==> src/design/pdfx_pkg.sv <==
// package: operation codes, exception classes and eligibility masks for the exception map
package pdfx_pkg;
    // exception class bit positions
    localparam int unsigned EXC_W = 6;
    localparam int unsigned EXC_INV = 0;
    localparam int unsigned EXC_DEN = 1;
    localparam int unsigned EXC_DBZ = 2;
    localparam int unsigned EXC_OVF = 3;
    localparam int unsigned EXC_UNF = 4;
    localparam int unsigned EXC_PRE = 5;

    // integer status flag layout for the compare result
    localparam int unsigned CMPF_W = 3;
    localparam int unsigned CMPF_ZERO = 0;
    localparam int unsigned CMPF_PAR = 1;
    localparam int unsigned CMPF_CARRY = 2;

    localparam int unsigned DATA_W = 128;

    typedef enum logic [3:0] {
        PDFX_OP_NONE,
        PDFX_OP_PACKED_DOUBLE_MULTIPLY,
        PDFX_OP_SCALAR_DOUBLE_MULTIPLY,
        PDFX_OP_PACKED_DOUBLE_SQUARE_ROOT,
        PDFX_OP_SCALAR_DOUBLE_SQUARE_ROOT,
        PDFX_OP_UNORDERED_SCALAR_DOUBLE_COMPARE,
        PDFX_OP_UNALIGNED_PACKED_DOUBLE_MOVE,
        PDFX_OP_PACKED_DOUBLE_BITWISE_OR,
        PDFX_OP_PACKED_DOUBLE_BITWISE_XOR,
        PDFX_OP_HIGH_INTERLEAVE,
        PDFX_OP_LOW_INTERLEAVE
    } pdfx_op_t;

    // eligibility masks, bit order {pre, unf, ovf, dbz, den, inv}
    localparam logic [EXC_W-1:0] MASK_MUL = 6'h3b;
    localparam logic [EXC_W-1:0] MASK_SQRT = 6'h23;
    localparam logic [EXC_W-1:0] MASK_CMP = 6'h03;
    localparam logic [EXC_W-1:0] MASK_NONE = 6'h00;
    localparam logic [EXC_W-1:0] FLAGS_RST = 6'h00;
    localparam logic [CMPF_W-1:0] CMPF_RST = 3'h0;
    localparam logic [CMPF_W-1:0] CMPF_UNORD = 3'h7;
    localparam logic [CMPF_W-1:0] CMPF_LESS = 3'h4;
    localparam logic [CMPF_W-1:0] CMPF_EQUAL = 3'h1;
    localparam logic [CMPF_W-1:0] CMPF_GREATER = 3'h0;
endpackage

==> src/design/pdfx_elig_decode.sv <==
// eligibility mask lookup for one decoded operation
`timescale 1ns/1ps
`default_nettype none
module pdfx_elig_decode
    import pdfx_pkg::*;
(
    // decoded operation
    input wire pdfx_op_t op,
    // allowed exception classes
    output logic [EXC_W-1:0] allow_mask
);
    always_comb begin
        case (op)
            PDFX_OP_PACKED_DOUBLE_MULTIPLY: allow_mask = MASK_MUL; // RULE1
            PDFX_OP_SCALAR_DOUBLE_MULTIPLY: allow_mask = MASK_MUL; // RULE2
            PDFX_OP_PACKED_DOUBLE_SQUARE_ROOT: allow_mask = MASK_SQRT; // RULE3
            PDFX_OP_SCALAR_DOUBLE_SQUARE_ROOT: allow_mask = MASK_SQRT; // RULE4
            PDFX_OP_UNORDERED_SCALAR_DOUBLE_COMPARE: allow_mask = MASK_CMP; // RULE5
            PDFX_OP_UNALIGNED_PACKED_DOUBLE_MOVE: allow_mask = MASK_NONE; // RULE6
            PDFX_OP_PACKED_DOUBLE_BITWISE_OR: allow_mask = MASK_NONE; // RULE7
            PDFX_OP_PACKED_DOUBLE_BITWISE_XOR: allow_mask = MASK_NONE; // RULE8
            PDFX_OP_HIGH_INTERLEAVE: allow_mask = MASK_NONE; // RULE9
            PDFX_OP_LOW_INTERLEAVE: allow_mask = MASK_NONE; // RULE10
            // unknown codes are treated as raising nothing, the safe side
            default: allow_mask = MASK_NONE;
        endcase
    end
endmodule
`default_nettype wire

==> src/design/pdfx_exc_map.sv <==
// exception eligibility, sticky status and compare flags for the double-precision ops
`timescale 1ns/1ps
`default_nettype none
// What this block does
// RULE1: packed double multiply may flag invalid, denormal, overflow, underflow, precision, never divide-by-zero.
// RULE2: scalar double multiply may flag invalid, denormal, overflow, underflow, precision, never divide-by-zero.
// RULE3: packed double square root may flag only invalid, denormal and precision.
// RULE4: scalar double square root may flag only invalid, denormal and precision.
// RULE5: unordered scalar double compare sets integer flags from the low elements and may flag only invalid and denormal.
// RULE6: unaligned packed double move carries 128 bits either way and flags nothing.
// RULE7: packed double bitwise or combines 128 bits and flags nothing.
// RULE8: packed double bitwise xor combines 128 bits and flags nothing.
// RULE9: high interleave takes the upper halves of both operands and flags nothing.
// RULE10: low interleave takes the lower halves of both operands and flags nothing.
// RULE11: a detected allowed condition sets its sticky flag, and no-exception ops leave all flags alone.
module pdfx_exc_map
    import pdfx_pkg::*;
#(
    parameter int unsigned DW = DATA_W
) (
    // clock and reset
    input wire logic core_clk,
    input wire logic rst_b,
    // operation from decoder and datapath
    input wire logic op_valid,
    input wire pdfx_op_t op_code,
    input wire logic [EXC_W-1:0] det_exc,
    input wire logic [DW-1:0] src_a,
    input wire logic [DW-1:0] src_b,
    input wire logic cmp_unord,
    input wire logic cmp_less,
    input wire logic cmp_equal,
    // sticky status clear from exception logic
    input wire logic status_clr,
    // results to exception and status logic
    output logic exc_valid,
    output logic [EXC_W-1:0] exc_raised,
    output logic [EXC_W-1:0] exc_sticky,
    output logic [CMPF_W-1:0] int_flags,
    output logic int_flags_upd,
    output logic [DW-1:0] data_out
);
    localparam int unsigned HW = DW / 2;

    logic [EXC_W-1:0] allow_mask;
    logic [EXC_W-1:0] gated;
    logic exc_valid_q, exc_valid_d;
    logic [EXC_W-1:0] raised_q, raised_d;
    logic [EXC_W-1:0] sticky_q, sticky_d;
    logic [CMPF_W-1:0] flags_q, flags_d;
    logic flags_upd_q, flags_upd_d;
    logic [DW-1:0] data_q, data_d;

    pdfx_elig_decode u_decode (
        .op(op_code),
        .allow_mask(allow_mask)
    );

    // disallowed classes are dropped even if the datapath reports them
    assign gated = op_valid ? (det_exc & allow_mask) : MASK_NONE; // RULE1 RULE2 RULE3 RULE4

    always_comb begin
        exc_valid_d = op_valid;
        raised_d = gated;
        // set wins over a clear in the same cycle
        sticky_d = (status_clr ? FLAGS_RST : sticky_q) | gated; // RULE11
        flags_d = flags_q;
        flags_upd_d = 1'b0;
        data_d = data_q;
        if (op_valid) begin
            case (op_code)
                PDFX_OP_UNORDERED_SCALAR_DOUBLE_COMPARE: begin
                    flags_upd_d = 1'b1;
                    if (cmp_unord) begin
                        flags_d = CMPF_UNORD; // RULE5
                    end else if (cmp_less) begin
                        flags_d = CMPF_LESS; // RULE5
                    end else if (cmp_equal) begin
                        flags_d = CMPF_EQUAL; // RULE5
                    end else begin
                        flags_d = CMPF_GREATER; // RULE5
                    end
                end
                PDFX_OP_UNALIGNED_PACKED_DOUBLE_MOVE: begin
                    data_d = src_b; // RULE6
                end
                PDFX_OP_PACKED_DOUBLE_BITWISE_OR: begin
                    data_d = src_a | src_b; // RULE7
                end
                PDFX_OP_PACKED_DOUBLE_BITWISE_XOR: begin
                    data_d = src_a ^ src_b; // RULE8
                end
                PDFX_OP_HIGH_INTERLEAVE: begin
                    data_d = {src_b[DW-1:HW], src_a[DW-1:HW]}; // RULE9
                end
                PDFX_OP_LOW_INTERLEAVE: begin
                    data_d = {src_b[HW-1:0], src_a[HW-1:0]}; // RULE10
                end
                default: begin
                    data_d = data_q;
                end
            endcase
        end
    end

    always_ff @(posedge core_clk) begin
        if (!rst_b) begin
            exc_valid_q <= 1'b0;
            raised_q <= FLAGS_RST;
            sticky_q <= FLAGS_RST;
            flags_q <= CMPF_RST;
            flags_upd_q <= 1'b0;
            data_q <= '0;
        end else begin
            exc_valid_q <= exc_valid_d;
            raised_q <= raised_d;
            sticky_q <= sticky_d;
            flags_q <= flags_d;
            flags_upd_q <= flags_upd_d;
            data_q <= data_d;
        end
    end

    assign exc_valid = exc_valid_q;
    assign exc_raised = raised_q;
    assign exc_sticky = sticky_q;
    assign int_flags = flags_q;
    assign int_flags_upd = flags_upd_q;
    assign data_out = data_q;

    // operand halves, named so the checks can take their past values
    logic [HW-1:0] src_a_hi;
    logic [HW-1:0] src_a_lo;
    logic [HW-1:0] src_b_hi;
    logic [HW-1:0] src_b_lo;
    assign src_a_hi = src_a[DW-1:HW];
    assign src_a_lo = src_a[HW-1:0];
    assign src_b_hi = src_b[DW-1:HW];
    assign src_b_lo = src_b[HW-1:0];
endmodule
`default_nettype wire

==> config.mk <==
export PLATFORM = sky130hd
export DESIGN_NAME = pdfx_exc_map
export DESIGN_NICKNAME = d
export VERILOG_FILES = /design/src/design/pdfx_pkg.sv /design/src/design/pdfx_elig_decode.sv /design/src/design/pdfx_exc_map.sv
export SDC_FILE = /design/constraint.sdc
export NUM_CORES = 1
export LEC_CHECK = 0
export BUFFER_PORTS_ARGS = -buffer_cell sky130_fd_sc_hd__buf_2
export CAP_MARGIN = 40
export CORE_MARGIN = 3
export CORE_UTILIZATION = 32
export DETAILED_ROUTE_END_ITERATION = 16
export GPL_ROUTABILITY_DRIVEN = 0
export PLACE_DENSITY = 0.54
export RECOVER_POWER = 50
export SLEW_MARGIN = 10
export SYNTH_ARGS = -nofsm -noshare
export SYNTH_HDL_FRONTEND = slang
export SYNTH_SLANG_ARGS = --single-unit
export TNS_END_PERCENT = 30
==> constraint.sdc <==
create_clock -name core_clk -period 1.7 [get_ports core_clk]
set_input_delay 0.085 -clock core_clk [delete_from_list [all_inputs] [get_ports core_clk]]
set_output_delay 0.085 -clock core_clk [all_outputs]
set_load 0.01 [all_outputs]
==> tab_implementation.tex <==
\begin{tabular}{lr}
\hline
Metric & Value \\
\hline
\multicolumn{2}{l}{\textbf{Placement}} \\
\quad Worst setup timing slack at the placement stage & -0.214 ns \\
\quad Port-buffer cells & 414 \\
\quad Area after DPL & 13800 um\^{}2 \\
\quad Estimated wirelength of the detail-placed design & 33.3 mm \\
\multicolumn{2}{l}{\textbf{Yosys}} \\
\quad Mapped Cells & 1412 \\
\quad Biggest area contributors in the synthesized netlist & sky130\_fd\_sc\_hd\_\_dfxtp\_1, sky130\_fd\_sc\_hd\_\_ha\_1, sky130\_fd\_sc\_hd\_\_a21oi\_1 \\
\quad Share of the synthesized area in the top cell type & 0.266 \\
\quad Asr flop ratio synth & 0 \\
\quad Per-instance average area after synthesis & 7.62 um\^{}2 \\
\quad Syn. warnings & 0 \\
\quad Commonest register cell after synthesis & sky130\_fd\_sc\_hd\_\_dfxtp\_1 \\
\quad Synth cell types & 37 \\
\quad Number of flops mapped to enable cells by yosys & 0 \\
\quad Flip-flop and latch count after synthesis & 143 \\
\quad Fraction of the yosys area taken by sequential cells & 0.266 \\
\quad Synth area leader & sky130\_fd\_sc\_hd\_\_dfxtp\_1 \\
\quad Syn Std Cell Area & 10800 um\^{}2 \\
\multicolumn{2}{l}{\textbf{Power and ir drop}} \\
\quad Final Power & 10.9 mW \\
\quad Peak supply drop & 0.694 mV \\
\quad Leakage power of the design & 7.16 nW \\
\quad Pwr per Cell Area & 726 nW/um\^{}2 \\
\multicolumn{2}{l}{\textbf{Timing}} \\
\quad Tightest slew margin relative to the limit & 0.662 \\
\quad Max frequency & 687 MHz \\
\quad Transition time at the pin with the least slew margin & 0.507 ns \\
\quad Final worst clock skew & 0 ns \\
\quad Total Neg Setup Slack & 0 ns \\
\quad Count of final setup violators & 0 \\
\quad Unrepaired setup endpoints after global routing & false \\
\quad Period utilization & 0.857 \\
\quad Worst setup margin & 0.243 ns \\
\quad Max-slew violations & 0 \\
\quad Final period demand of the worst path & 1.46 ns \\
\quad Count of final hold-check violations & 0 \\
\multicolumn{2}{l}{\textbf{Global route}} \\
\quad Wire length of the first global-routing pass & 69.6 mm \\
\quad Maximum number of pins on one net before global-route repair & 60 \\
\quad Total track usage & 0.244 \\
\quad Number of antenna violations at the first check in global routing & 15 \\
\quad Via count of the first global-routing pass & 12500 \\
\quad Congestion Overflow GR & 0 \\
\multicolumn{2}{l}{\textbf{Floorplan}} \\
\quad Area inside the core boundary & 32900 um\^{}2 \\
\quad Top-Level Pins & 418 \\
\quad Cell Rows & 66 \\
\quad Die H & 189 um \\
\quad Die Outline Area & 35900 um\^{}2 \\
\quad Die Span X & 189 um \\
\quad Effective utilization at floorplan & 0.327 \\
\multicolumn{2}{l}{\textbf{Drt}} \\
\quad Vias after detailed routing & 12700 \\
\quad Routed Wire Length & 45.4 mm \\
\quad DRC errors left & 0 \\
\quad Wire length per cell after detailed routing & 19.4 um \\
\quad Detailed Routing Iterations Pass 1 & 6 \\
\quad Post-detailed-route via-to-cell ratio & 5.46 \\
\quad Number of nets with antenna violations after detailed routing & 0 \\
\quad Initial detailed-routing violation count & 971 \\
\multicolumn{2}{l}{\textbf{Setup path}} \\
\quad Worst Setup End Kind & register \\
\quad Largest driver fanout on the critical path & 28 \\
\quad CP Launch Type & input pin \\
\quad Critical Path RT & 2.01 ns \\
\quad Setup Crit Path Kind & input pin to register \\
\quad Data arrival, critical path & 1.77 ns \\
\multicolumn{2}{l}{\textbf{CTS}} \\
\quad Bufs on Longest Clock Path & 2 \\
\quad Number of sinks on the clock net & 143 \\
\quad Insertion delay to the later sink of the worst-skew pair & 0.43 ns \\
\quad Buffer cell driving the clock tree root & sky130\_fd\_sc\_hd\_\_clkbuf\_16 \\
\quad Clock tree from TritonCTS & done \\
\quad Count of H-tree levels built during CTS & 4 \\
\quad Clock-pin slew on the worst setup and hold paths & 0.06 ns \\
\quad Num CTS Buffers & 17 \\
\quad Post-CTS Setup Bufs & 0 \\
\multicolumn{2}{l}{\textbf{Min path}} \\
\quad Worst hold-check path type & input pin to register \\
\multicolumn{2}{l}{\textbf{Finish}} \\
\quad Final Util & 0.458 \\
\quad Fraction of layout cells with a size suffix above 1 & 0.212 \\
\quad Final design instance area without fill & 15100 um\^{}2 \\
\quad Layout net count & 2277 \\
\quad Post-synthesis to final-layout area growth & 39.9\% \\
\multicolumn{2}{l}{\textbf{Flow run}} \\
\quad Count of max-cap constraint violations & 0 \\
\multicolumn{2}{l}{\textbf{Outcome}} \\
\quad Outcome & finished clean \\
\hline
\end{tabular}
flip-flops by register name (all words and copies together), names as in the netlist:
name           flops
data_out         128
exc_raised         5
int_flags_upd      1
exc_valid          1
int_flags          3
exc_sticky         5
metrics by stage:
step,hold slack [ns],instances
2_1_floorplan,0.215,1413
3_3_place_gp,0.317,2213
3_5_place_dp,0.318,2213
4_1_cts,0.00884,2326
5_1_grt,0.0189,2333
6_report,0.0385,2334
layout make-up:
cell class              instances  area [um^2]
clock inverters                 9          153
flip-flops and latches        143         2860
inverters                     261         1000
clock buffers                  23          498
multi-input cells             867         6280
well taps                     442          553
fillers                      3424        17800
repair buffers                581         3690
diodes                          8         20.0
critical path: stages:
cell                      delay, ns
sky130_fd_sc_hd__buf_2         0.21
sky130_fd_sc_hd__inv_12        0.05
sky130_fd_sc_hd__ha_4          0.16
sky130_fd_sc_hd__or4b_1        0.54
sky130_fd_sc_hd__and4_4        0.23
sky130_fd_sc_hd__buf_4         0.25
sky130_fd_sc_hd__o21ai_1       0.17
sky130_fd_sc_hd__a21oi_1       0.05
cells in the mapped netlist, drive strengths merged (2+ instances only):
cell,number
inv,261
a222oi,63
buf,47
nor2,7
nand2b,3
and3,3
a21oi,206
nor3,3
clkbuf,95
dfxtp,143
a21o,5
o211ai,102
ha,133
a22oi,65
and2,2
o21ai,77
a211oi,2
nand2,54
o22ai,127
power breakdown:
part	switching (mW)	internal [mW]	leakage (nW)
sequential	0.123	3.57	1.17
clock	1.62	2.66	0.324
combinational	1.67	1.29	5.67
total	3.41	7.51	7.16
cells in the final DEF, fill, tap and decap left out, drive strengths merged:
cell type | synthesis | routed
buf | 47 | 358
inv | 261 | 262
a21oi | 206 | 206
clkbuf | 95 | 165
dfxtp | 143 | 143
ha | 133 | 133
o22ai | 127 | 127
o211ai | 102 | 102
dlygate4sd3 | 0 | 81
o21ai | 77 | 77
a22oi | 65 | 65
a222oi | 63 | 63
nand2 | 54 | 54
diode | 0 | 8
nor2 | 7 | 7
a21o | 5 | 5
bufinv | 0 | 4
clkinv | 0 | 4
and3 | 3 | 3
nand2b | 3 | 3
nor3 | 3 | 3
a211oi | 2 | 2
and2 | 2 | 2
conb | 1 | 2
xor2 | 1 | 1
or4b | 1 | 1
or3 | 1 | 1
and4 | 1 | 1
nand3b | 1 | 1
o31a | 1 | 1
nand4 | 1 | 1
o21a | 1 | 1
nand4b | 1 | 1
o221ai | 1 | 1
mux2i | 1 | 1
nor4b | 1 | 1
nor2b | 1 | 1
repair_timing:
action,4_1_cts,5_1_grt
hold buffers,81,0
resized for setup,0,0
endpoints found under the hold margin,86,0
per-layer routing:
layer,part of all wire,vias to the layer above,GRT usage
met5,0.0014,-,0
met3,0.088,74,0.0667
met2,0.47,555,0.405
met4,0.027,12,0.0981
met1,0.41,5993,0.300
li1,-,6111,-
worst paths after layout:
kind	cells after the start	end	from	slack [ns]
worst min register to register	2	data_out[57]$_SDFFE_PN0P_	data_out[57]$_SDFFE_PN0P_	0.45
worst min-delay path	3	data_out[92]$_SDFFE_PN0P_	src_b[92]	0.04
worst max register to register	2	data_out[110]$_SDFFE_PN0P_	data_out[110]$_SDFFE_PN0P_	1.01
worst max-delay path	8	data_out[92]$_SDFFE_PN0P_	op_code[1]	0.24
cell families (layout without fill, tap and decap cells):
logic type / count (synthesis) / after routing / synth area share
adders and majority gates: 133 / 133 / 0.155
other: 1 / 10 / 0.000349
buffers and inverters: 403 / 874 / 0.156
xor gates and xnor gates: 1 / 1 / 0.000814
DFF: 143 / 143 / 0.266
AOI/OAI and AO/OA: 650 / 650 / 0.388
muxes: 1 / 1 / 0.000930
and+or+nand+nor: 80 / 80 / 0.0331
No activity file was read; power rests on OpenSTA's default activity.
